===== config.mk =====
export PLATFORM = sky130hd
export DESIGN_NAME = irq_ctrl
export DESIGN_NICKNAME = d
export VERILOG_FILES = /design/src/hdl/irq_ctrl_pkg.sv /design/src/hdl/irq_ctrl.sv
export VERILOG_INCLUDE_DIRS = /design/src /design/src/hdl
export SDC_FILE = /design/constraint.sdc
export NUM_CORES = 1
export LEC_CHECK = 0
export ABC_AREA = 1
export ABC_CLOCK_PERIOD_IN_PS = 2600
export BUFFER_PORTS_ARGS = -buffer_cell sky130_fd_sc_hd__buf_4
export CAP_MARGIN = 15
export CORE_MARGIN = 1.5
export CORE_UTILIZATION = 30
export CTS_BUF_LIST = sky130_fd_sc_hd__clkbuf_4 sky130_fd_sc_hd__clkbuf_8
export CTS_CLUSTER_DIAMETER = 60
export DETAILED_ROUTE_END_ITERATION = 7
export PLACE_DENSITY = 0.45
export SYNTH_ARGS = -nofsm -noshare
export SYNTH_HDL_FRONTEND = slang
export SYNTH_SLANG_ARGS = --single-unit

===== constraint.sdc =====
create_clock -name clk -period 2.6 [get_ports clk]
set_clock_uncertainty 0.05 [all_clocks]
set_input_delay 0.26 -clock clk [delete_from_list [all_inputs] [get_ports clk]]
set_output_delay 0.26 -clock clk [all_outputs]
set_load 0.02 [all_outputs]

===== src/hdl/irq_ctrl_regs.svh =====
// Register offsets, field positions, reset values and timing counts of the interrupt controller
`ifndef IRQ_CTRL_REGS_SVH
`define IRQ_CTRL_REGS_SVH

// ****************************************
// Word addresses on the register bus
// ****************************************
`define REG_MISC0_ADDR    4'h0
`define REG_TIMER_ADDR    4'h1
`define REG_PERIPH_ADDR   4'h2
`define REG_MISC_ADDR     4'h3
`define REG_GROUPED_ADDR  4'h4
`define REG_EDGE_ADDR     4'h5
`define REG_PSC0_ADDR     4'h6
`define REG_PSC1_ADDR     4'h7
`define REG_TB0_ADDR      4'h8
`define REG_TB1_ADDR      4'h9
`define REG_CORE_ADDR     4'hA

// ****************************************
// Field layout, masks and reset value
// ****************************************
`define FLAG_LSB          4
`define MISC0_MASK        8'h7F
`define MISC_MASK         8'hBB
`define GROUPED_MASK      8'h33
`define EDGE_MASK         8'h03
`define PSC_MASK          8'h03
`define TB_MASK           8'h87
`define REG_RESET         8'h00
`define GIE_BIT           0

// ****************************************
// Edge and prescaler codes, tick exponent and stack depth
// ****************************************
`define EDGE_OFF          2'h0
`define EDGE_RISE         2'h1
`define EDGE_FALL         2'h2
`define EDGE_BOTH         2'h3
`define PSC_SYS           2'h0
`define PSC_SYS4          2'h1
`define TICK_MIN_EXP      8
`define STACK_DEPTH       4'h8

`endif


===== src/hdl/irq_ctrl_pkg.sv =====
// Types shared by the interrupt controller
package irq_ctrl_pkg;
  typedef enum logic [2:0] {
    ST_RUN    = 3'b001,
    ST_VECTOR = 3'b010,
    ST_SLEEP  = 3'b100
  } core_state_t;

  typedef struct packed {
    logic [3:0] addr;
    logic       read;
    logic       write;
    logic [7:0] wdata;
  } bus_req_t;

  typedef struct packed {
    logic        valid;
    logic [15:0] source;
  } vector_t;
endpackage


===== src/hdl/irq_ctrl.sv =====
// Interrupt controller with flags, enables, priority, stack guard and time bases
`timescale 1ns/1ns
`include "irq_ctrl_regs.svh"

module irq_ctrl (
  // Clock and reset
  input  wire logic                  clk,
  input  wire logic                  reset,
  input  wire logic                  clk_en,
  // Avalon-MM slave
  input  wire logic [3:0]            avs_address,
  input  wire logic                  avs_read,
  input  wire logic                  avs_write,
  input  wire logic [31:0]           avs_writedata,
  output logic      [31:0]           avs_readdata,
  output logic                       avs_waitrequest,
  // Source events, one-cycle pulses
  input  wire logic [3:0]            timer_match_evt,
  input  wire logic [3:0]            periph_evt,
  input  wire logic                  converter_evt,
  input  wire logic [1:0]            ptimer1_match_evt,
  input  wire logic                  slot_overflow_evt,
  input  wire logic                  scan_done_evt,
  input  wire logic                  sub_clk_tick,
  // External pin
  input  wire logic                  ext_pin,
  input  wire logic                  ext_pin_func_sel,
  input  wire logic                  ext_pin_is_input,
  input  wire logic                  ext_pin_pullup_sel,
  output logic                       ext_pin_pullup_en,
  // Core sequencer
  input  wire logic                  instr_done,
  input  wire logic                  return_from_irq_instr,
  input  wire logic                  enter_sleep,
  input  wire logic [12:0]           next_pc,
  output logic                       irq_take,
  output logic      [12:0]           vector_addr,
  output logic      [12:0]           return_pc,
  output logic                       return_valid,
  output logic                       wake
);
  import irq_ctrl_pkg::*;

  // ****************************************
  // Register state
  // ****************************************
  logic [7:0]  misc0_q, misc0_d, timer_q, timer_d, periph_q, periph_d;
  logic [7:0]  misc_q, misc_d, grouped_q, grouped_d;
  logic [1:0]  edge_q, edge_d;
  logic [1:0]  psc0_q, psc0_d, psc1_q, psc1_d;
  logic [3:0]  tb0_q, tb0_d, tb1_q, tb1_d;
  logic        pin_q, pin_d;
  logic [1:0]  sys4_q, sys4_d;
  logic [15:0] div0_q, div0_d, div1_q, div1_d;
  logic [15:0] flags_prev_q, flags_prev_d;
  logic [3:0]  sp_q, sp_d;
  logic [12:0] stack_q [0:7];
  logic [12:0] stack_d [0:7];
  core_state_t state_q, state_d;
  logic [31:0] rdata_q, rdata_d;
  logic        wait_q, wait_d;
  logic        irq_q, irq_d, ret_q, ret_d, wake_q, wake_d, pull_q, pull_d;
  logic [12:0] vec_q, vec_d, rpc_q, rpc_d;

  bus_req_t    req;
  vector_t     pick;
  logic [15:0] flags, enables, pending;
  logic        wr, pin_act, pin_rise, pin_fall, ext_evt, tb0_evt, tb1_evt;
  logic        stack_full, take;
  logic [7:0]  wbyte;

  assign req   = '{addr: avs_address, read: avs_read, write: avs_write,
                   wdata: avs_writedata[7:0]};
  // Write lands only at the edge where waitrequest is seen low
  assign wr    = req.write && !wait_q && clk_en;
  assign wbyte = req.wdata;

  // ****************************************
  // Pin and time base event detection
  // ****************************************
  always_comb begin
    pin_act  = misc0_q[1] && ext_pin_func_sel && ext_pin_is_input;
    pin_rise = pin_act && ext_pin && !pin_q;
    pin_fall = pin_act && !ext_pin && pin_q;
    case (edge_q)
      `EDGE_RISE: ext_evt = pin_rise;
      `EDGE_FALL: ext_evt = pin_fall;
      `EDGE_BOTH: ext_evt = pin_rise || pin_fall;
      default:    ext_evt = 1'b0;
    endcase
    pin_d  = ext_pin;
    sys4_d = sys4_q + 2'h1;
  end

  function automatic logic tick_clk(input logic [1:0] src, input logic s4, input logic sub);
    case (src)
      `PSC_SYS:  tick_clk = 1'b1;
      `PSC_SYS4: tick_clk = s4;
      default:   tick_clk = sub;
    endcase
  endfunction

  always_comb begin
    logic c0, c1;
    c0 = tb0_q[3] && tick_clk(psc0_q, sys4_q == 2'h3, sub_clk_tick);
    c1 = tb1_q[3] && tick_clk(psc1_q, sys4_q == 2'h3, sub_clk_tick);
    div0_d  = tb0_q[3] ? div0_q + {15'h0000, c0} : 16'h0000;
    div1_d  = tb1_q[3] ? div1_q + {15'h0000, c1} : 16'h0000;
    // Overflow of bit selected by period field
    tb0_evt = c0 && (div0_q[`TICK_MIN_EXP - 1 + tb0_q[2:0]] &&
              !div0_d[`TICK_MIN_EXP - 1 + tb0_q[2:0]]);
    tb1_evt = c1 && (div1_q[`TICK_MIN_EXP - 1 + tb1_q[2:0]] &&
              !div1_d[`TICK_MIN_EXP - 1 + tb1_q[2:0]]);
  end

  // ****************************************
  // Priority and acceptance
  // ****************************************
  // Order: ext, touch, tick0, timer x4, periph x4, converter, tick1, grouped
  assign flags   = {2'h0, misc_q[7], misc_q[5], misc_q[4], periph_q[7:4], timer_q[7:4],
                    misc0_q[6], misc0_q[5], misc0_q[4]};
  assign enables = {2'h0, misc_q[3], misc_q[1], misc_q[0], periph_q[3:0], timer_q[3:0],
                    misc0_q[3], misc0_q[2], misc0_q[1]};
  assign pending = flags & enables;
  assign stack_full = (sp_q == `STACK_DEPTH);

  always_comb begin
    pick = '{valid: 1'b0, source: 16'h0000};
    for (int i = 15; i >= 0; i--) begin
      if (pending[i]) begin
        pick.valid  = 1'b1;
        pick.source = 16'h0001 << i;
      end
    end
  end

  assign take = pick.valid && misc0_q[`GIE_BIT] && !stack_full
                && instr_done && (state_q == ST_RUN);

  // ****************************************
  // Register file next state
  // ****************************************
  always_comb begin
    misc0_d   = misc0_q;
    timer_d   = timer_q;
    periph_d  = periph_q;
    misc_d    = misc_q;
    grouped_d = grouped_q;
    edge_d    = edge_q;
    psc0_d    = psc0_q;
    psc1_d    = psc1_q;
    tb0_d     = tb0_q;
    tb1_d     = tb1_q;
    if (wr) begin
      case (req.addr)
        `REG_MISC0_ADDR:   misc0_d   = wbyte & `MISC0_MASK;
        `REG_TIMER_ADDR:   timer_d   = wbyte;
        `REG_PERIPH_ADDR:  periph_d  = wbyte;
        `REG_MISC_ADDR:    misc_d    = wbyte & `MISC_MASK;
        `REG_GROUPED_ADDR: grouped_d = wbyte & `GROUPED_MASK;
        `REG_EDGE_ADDR:    edge_d    = wbyte[1:0];
        `REG_PSC0_ADDR:    psc0_d    = wbyte[1:0];
        `REG_PSC1_ADDR:    psc1_d    = wbyte[1:0];
        `REG_TB0_ADDR:     tb0_d     = {wbyte[7], wbyte[2:0]};
        `REG_TB1_ADDR:     tb1_d     = {wbyte[7], wbyte[2:0]};
        default: ;
      endcase
    end
    // Service clears only the serviced flag and the global enable
    if (take) begin
      misc0_d[`GIE_BIT] = 1'b0;
      if (pick.source[0]) misc0_d[4] = 1'b0;
      if (pick.source[1]) misc0_d[5] = 1'b0;
      if (pick.source[2]) misc0_d[6] = 1'b0;
      timer_d[7:4]  = timer_d[7:4]  & ~pick.source[6:3];
      periph_d[7:4] = periph_d[7:4] & ~pick.source[10:7];
      if (pick.source[11]) misc_d[4] = 1'b0;
      if (pick.source[12]) misc_d[5] = 1'b0;
      if (pick.source[13]) misc_d[7] = 1'b0;
    end
    // Hardware sets win over clears, except the grouped flag misc_q[7] in the cycle it is serviced
    if (ext_evt) misc0_d[4] = 1'b1;
    if (slot_overflow_evt || scan_done_evt) misc0_d[5] = 1'b1;
    if (tb0_evt) misc0_d[6] = 1'b1;
    timer_d[7:4]   = timer_d[7:4]  | timer_match_evt;
    periph_d[7:4]  = periph_d[7:4] | periph_evt;
    if (converter_evt) misc_d[4] = 1'b1;
    if (tb1_evt) misc_d[5] = 1'b1;
    grouped_d[5:4] = grouped_d[5:4] | ptimer1_match_evt;
    if (|(grouped_q[5:4] & grouped_q[1:0]) && !(take && pick.source[13]))
      misc_d[7] = 1'b1;
  end

  // ****************************************
  // Stack, core handshake and sleep
  // ****************************************
  always_comb begin
    logic [15:0] newly;
    newly   = flags & ~flags_prev_q;
    sp_d    = sp_q;
    stack_d = stack_q;
    state_d = state_q;
    irq_d   = 1'b0;
    ret_d   = 1'b0;
    vec_d   = vec_q;
    rpc_d   = rpc_q;
    flags_prev_d = flags;
    wake_d  = 1'b0;
    pull_d  = pin_act && ext_pin_pullup_sel;
    case (state_q)
      ST_RUN: begin
        if (take) begin
          stack_d[sp_q[2:0]] = next_pc;
          sp_d    = sp_q + 4'h1;
          state_d = ST_VECTOR;
          irq_d   = 1'b1;
          vec_d   = {7'h00, pick_index(pick.source), 2'h0} + 13'h0004;
        end else if (return_from_irq_instr && sp_q != 4'h0) begin
          sp_d  = sp_q - 4'h1;
          rpc_d = stack_q[sp_q[2:0] - 3'h1];
          ret_d = 1'b1;
        end else if (enter_sleep) begin
          state_d = ST_SLEEP;
        end
      end
      ST_VECTOR: state_d = ST_RUN;
      ST_SLEEP: begin
        if (|newly) begin
          wake_d  = 1'b1;
          state_d = ST_RUN;
        end
      end
      default: state_d = ST_RUN;
    endcase
  end

  function automatic logic [3:0] pick_index(input logic [15:0] s);
    pick_index = 4'h0;
    for (int i = 0; i < 16; i++) if (s[i]) pick_index = i[3:0];
  endfunction

  // ****************************************
  // Bus answer: one wait cycle then data
  // ****************************************
  always_comb begin
    rdata_d = 32'h0000_0000;
    wait_d  = 1'b1;
    if ((req.read || req.write) && wait_q) begin
      wait_d = 1'b0;
      case (req.addr)
        `REG_MISC0_ADDR:   rdata_d[7:0] = misc0_q;
        `REG_TIMER_ADDR:   rdata_d[7:0] = timer_q;
        `REG_PERIPH_ADDR:  rdata_d[7:0] = periph_q;
        `REG_MISC_ADDR:    rdata_d[7:0] = misc_q & `MISC_MASK;
        `REG_GROUPED_ADDR: rdata_d[7:0] = grouped_q & `GROUPED_MASK;
        `REG_EDGE_ADDR:    rdata_d[7:0] = {6'h00, edge_q};
        `REG_PSC0_ADDR:    rdata_d[7:0] = {6'h00, psc0_q};
        `REG_PSC1_ADDR:    rdata_d[7:0] = {6'h00, psc1_q};
        `REG_TB0_ADDR:     rdata_d[7:0] = {tb0_q[3], 4'h0, tb0_q[2:0]};
        `REG_TB1_ADDR:     rdata_d[7:0] = {tb1_q[3], 4'h0, tb1_q[2:0]};
        `REG_CORE_ADDR:    rdata_d[7:0] = {1'b0, state_q, sp_q};
        default:           rdata_d = 32'h0000_0000;
      endcase
    end
  end

  always_ff @(posedge clk) begin
    if (reset) begin
      misc0_q      <= `REG_RESET;
      timer_q      <= `REG_RESET;
      periph_q     <= `REG_RESET;
      misc_q       <= `REG_RESET;
      grouped_q    <= `REG_RESET;
      edge_q       <= 2'h0;
      psc0_q       <= 2'h0;
      psc1_q       <= 2'h0;
      tb0_q        <= 4'h0;
      tb1_q        <= 4'h0;
      pin_q        <= 1'b0;
      sys4_q       <= 2'h0;
      div0_q       <= 16'h0000;
      div1_q       <= 16'h0000;
      flags_prev_q <= 16'h0000;
      sp_q         <= 4'h0;
      state_q      <= ST_RUN;
      rdata_q      <= 32'h0000_0000;
      wait_q       <= 1'b1;
      irq_q        <= 1'b0;
      ret_q        <= 1'b0;
      wake_q       <= 1'b0;
      pull_q       <= 1'b0;
      vec_q        <= 13'h0000;
      rpc_q        <= 13'h0000;
      for (int i = 0; i < 8; i++) stack_q[i] <= 13'h0000;
    end else if (clk_en) begin
      misc0_q      <= misc0_d;
      timer_q      <= timer_d;
      periph_q     <= periph_d;
      misc_q       <= misc_d;
      grouped_q    <= grouped_d;
      edge_q       <= edge_d;
      psc0_q       <= psc0_d;
      psc1_q       <= psc1_d;
      tb0_q        <= tb0_d;
      tb1_q        <= tb1_d;
      pin_q        <= pin_d;
      sys4_q       <= sys4_d;
      div0_q       <= div0_d;
      div1_q       <= div1_d;
      flags_prev_q <= flags_prev_d;
      sp_q         <= sp_d;
      state_q      <= state_d;
      rdata_q      <= rdata_d;
      wait_q       <= wait_d;
      irq_q        <= irq_d;
      ret_q        <= ret_d;
      wake_q       <= wake_d;
      pull_q       <= pull_d;
      vec_q        <= vec_d;
      rpc_q        <= rpc_d;
      for (int i = 0; i < 8; i++) stack_q[i] <= stack_d[i];
    end
  end

  assign avs_readdata      = rdata_q;
  assign avs_waitrequest   = wait_q;
  assign irq_take          = irq_q;
  assign vector_addr       = vec_q;
  assign return_pc         = rpc_q;
  assign return_valid      = ret_q;
  assign wake              = wake_q;
  assign ext_pin_pullup_en = pull_q;

  // ****************************************
  // Assertions
  // ****************************************
  a_gie_blocks: assert property (@(posedge clk) disable iff (reset)
    (clk_en && !misc0_q[0]) |=> !irq_take) else $error("interrupt taken with global off");
  a_enable_gate: assert property (@(posedge clk) disable iff (reset)
    take |-> |(pick.source & enables)) else $error("disabled source taken");
  a_gie_cleared: assert property (@(posedge clk) disable iff (reset)
    (take && clk_en && !wr) |=> !misc0_q[0]) else $error("global enable not cleared");
  a_full_stack: assert property (@(posedge clk) disable iff (reset)
    stack_full |-> !take) else $error("take with full stack");
  a_push_once: assert property (@(posedge clk) disable iff (reset)
    (take && clk_en) |=> (sp_q == $past(sp_q) + 4'h1) && irq_take)
    else $error("stack not pushed");
  a_flag_set: assert property (@(posedge clk) disable iff (reset)
    (clk_en && converter_evt) |=> misc_q[4]) else $error("converter flag lost");
  a_ext_rise: assert property (@(posedge clk) disable iff (reset)
    (clk_en && pin_rise && edge_q == `EDGE_RISE) |=> misc0_q[4]) else $error("edge missed");
  a_ext_off: assert property (@(posedge clk) disable iff (reset)
    (edge_q == `EDGE_OFF) |-> !ext_evt) else $error("disabled edge fired");
  a_priority: assert property (@(posedge clk) disable iff (reset)
    pick.valid |-> ((pick.source - 16'h0001) & pending) == 16'h0000)
    else $error("lower priority chosen");
  a_grouped_kept: assert property (@(posedge clk) disable iff (reset)
    (take && clk_en && pick.source[13] && !wr) |=>
      grouped_q[5:4] == ($past(grouped_q[5:4]) | $past(ptimer1_match_evt)))
    else $error("grouped flags cleared by service");
  a_reserved_zero: assert property (@(posedge clk) disable iff (reset)
    (misc_q & ~`MISC_MASK) == 8'h00) else $error("reserved bits set");

  c_take: cover property (@(posedge clk) irq_take);
  c_return: cover property (@(posedge clk) return_valid);
  c_wake: cover property (@(posedge clk) wake);
  c_full: cover property (@(posedge clk) stack_full && pick.valid);
endmodule


==> metrics.yaml <==
place_inst: 2347
start_util_pct: 30.63
fin_cells: 2465
cts.sink_count: 238
power_frac_clock_pct: 46.2
synth_cell_types: 48
hold_ws_ns: 0.04982
die_h_um: 205.3
rsz0062_at_grt: "true"
cp.required_ns: 3.09
slew_violations: 0
tritoncts: "built"
yosysTopAreaCell: "dfxtp_1"
fp.dieW_um: 205.3
seqCellArea_sq_um: 4767
synth_ff_type: "dfxtp_1"
synth_area_sq_um: 12280
numCtsBuffers: 46
place_congestion: 0.8539
grt_pass1_wl_um: 65770
final_core_util_pct: 36.57
firstDrtPassIters: 5
outcome: "finished, final reports clean"
portBuffers: 81
max_freq_mhz: 400.9
synth_area_leaders: "dfxtp_1, nand2_1, a21oi_1"
path_clk_slew_ns: 0.05
dieArea_sq_um: 42170
wl_um: 41950
drt_iter0_drc: 830
multi_input_area_sq_um: 6420
synth-async-reset-ratio_pct: 0
root_buffer: "clkbuf_8"
cts_buffer_depth: 3
layout_common_cells: "nand2_1, a21oi_1, dfxtp_1"
ir_worst_vdd_mv: 0.3067
worst_pin_slew_ns: 0.7799
placed_area_sq_um: 13280
vias: 12320
critical_path_class: "flip-flop to flip-flop"
power_w: 0.008119
grt_antenna_before_repair: 1
relSlewSlack_pct: 47.46
final_common_cell: "nand2_1"
seqPwrFrac_pct: 46.6
rows: 73
fin_nets: 1997
antenna_left: 0
p_sw_share_pct: 26.21
wl_per_cell_um: 17.02
final_area_sq_um: 14660
synth_top_area_share_pct: 38.79
power_density_nw_per_um2: 553.7
power_frac_comb_pct: 7.2
ys_ff_latch: 238
core_sq_um: 40100
track_usage_pct: 20.04
worstSetupEndpointType: "flip-flop"
cap_violations: 0
clk_latency_ns: 0.62
p_int_w: 0.005991
grt_pass1_vias: 11490
avgSynthCellArea_sq_um: 6.801
period_share_pct: 95.93
yosys_warnings: 0
arrival_ns: 2.99
p_sw_w: 0.002128
viasPerCell: 4.999
drive_gt1_share_pct: 13.51
synth_edf_count: 0
min-delay-path-class: "input pin to flip-flop"
hold_violations: 0
cts.htree.levels: 2
p_leak_nw: 5.517
critPathMaxFanout: 3
grt_max_degree: 126
cp-start-kind: "flip-flop"
fillCellCount: 4286
drc_errors: 0
gr-total-overflow: 0
io_pins: 138
seq_area_frac_synth_pct: 38.79
setup_viol: 0
synthCells: 1806
areaGrowthSynthToFinish_pct: 19.39
dp_hpwl_um: 27830
fin_crit_ns: 2.494
## worst max-delay path, stage by stage (launching register included)
cell     delay (ns)
dfxtp_2        0.32
ha_2           0.19
nor3_2         0.17
nor2_2         0.08
ha_2           0.19
ha_2           0.18
nand2_1        0.10
nor2_4         0.06
buf_4          0.13
or2_2          0.26
nand2_1        0.11
a21oi_1        0.07
nand2_1        0.07
nand3_1        0.08
a21oi_1        0.13
nand2_1        0.10
a21oi_2        0.11
## registers in the layout (all words and copies together) (netlist names), 5 cells and up
| register | flops |
|---|---|
| stack_q | 104 |
| div0_q | 16 |
| div1_q | 16 |
| flags_prev_q | 14 |
| return_pc | 13 |
| avs_readdata | 8 |
| periph_q | 8 |
| timer_q | 8 |
| misc0_q | 7 |
| misc_q | 6 |
| vector_addr | 5 |
## layer usage
layer | GRT usage, % | vias to the layer above | wire, um | part of all wire, %
li1 | - | 6223 | - | -
met1 | 28.49 | 5769 | 20630 | 49
met2 | 30.69 | 281 | 18540 | 44
met3 | 3.959 | 49 | 2138 | 5.1
met4 | 5.344 | 0 | 639 | 1.5
met5 | 0 | - | 0 | 0
## stage by stage
| step | worst slack (ns) | setup TNS (ns) |
|---|---|---|
| finish | 0.1058 | 0 |
| global route | -0.08432 | -0.08432 |
| CTS | 0.03578 | 0 |
| detailed placement | -0.09193 | -1.117 |
| global placement | -0.05330 | -0.4909 |
| floorplan | 0.03614 | 0 |
## layout make-up
class,count,area share [%]
Clock inverter,5,0.2474
Multi-Input combinational cell,1312,43.78
Timing Repair Buffer,169,9.437
Clock buffer,72,5.819
Sequential cell,238,32.51
Antenna cell,1,0.01706
Inverter,143,3.712
Tap cell,525,4.480
## cells by family after synthesis
family,Yosys count,synth area share (%)
buffers and inverters,287,10.63
adder cells (fa/ha/maj),12,1.283
other,1,0.03053
XOR/XNOR,5,0.3565
AO/OA/AOI/OAI,557,24.71
flip-flops,238,38.79
AND/OR/NAND/NOR,706,24.19
## power by group through the flow
stage,logic (W),clock network (W),registers (W)
floorplan,0.000372,0,0.00384
global placement,0.000539,0,0.00386
detailed placement,0.000543,0,0.00386
CTS,0.000586,0.00387,0.00378
global route,0.000649,0.00405,0.00379
finish,0.000586,0.00375,0.00378
## final timing paths
kind	slack, ns	cells past startpoint	endpoint	start
worst min register to register	0.41	2	avs_readdata[2]$_SDFFE_PP0P_	avs_readdata[2]$_SDFFE_PP0P_
worst max-delay path	0.11	16	misc_q[5]$_SDFFE_PP0P_	sys4_q[0]$_SDFFE_PP0P_
worst min-delay path	0.05	5	timer_q[6]$_SDFFE_PP0P_	avs_writedata[6]
worst max register to register	0.11	16	misc_q[5]$_SDFFE_PP0P_	sys4_q[0]$_SDFFE_PP0P_
## Yosys cell counts, types with 4 or more instances
master / count
buf_1: 7
a221o_1: 26
clkinv_1: 5
xnor2_1: 4
nand3_1: 95
a31oi_1: 17
nand4_1: 13
clkbuf_1: 65
buf_4: 39
inv_2: 7
nor2_1: 118
o21ai_0: 170
buf_6: 5
nand2_1: 443
buf_2: 27
dfxtp_1: 238
o211ai_1: 8
o22ai_1: 22
inv_1: 131
a21oi_1: 299
ha_1: 11
nor3_1: 11
## timing repair
action                                  CTS  global route
hold endpoints to repair                145             0
endpoints found under the setup margin   26            17
resized for setup                         4            21
hold buffers                             36             0
buffers inserted                          0             4
pin swaps                                 0             9
cloned                                    0             0
Power figures use the tool's default switching activity.
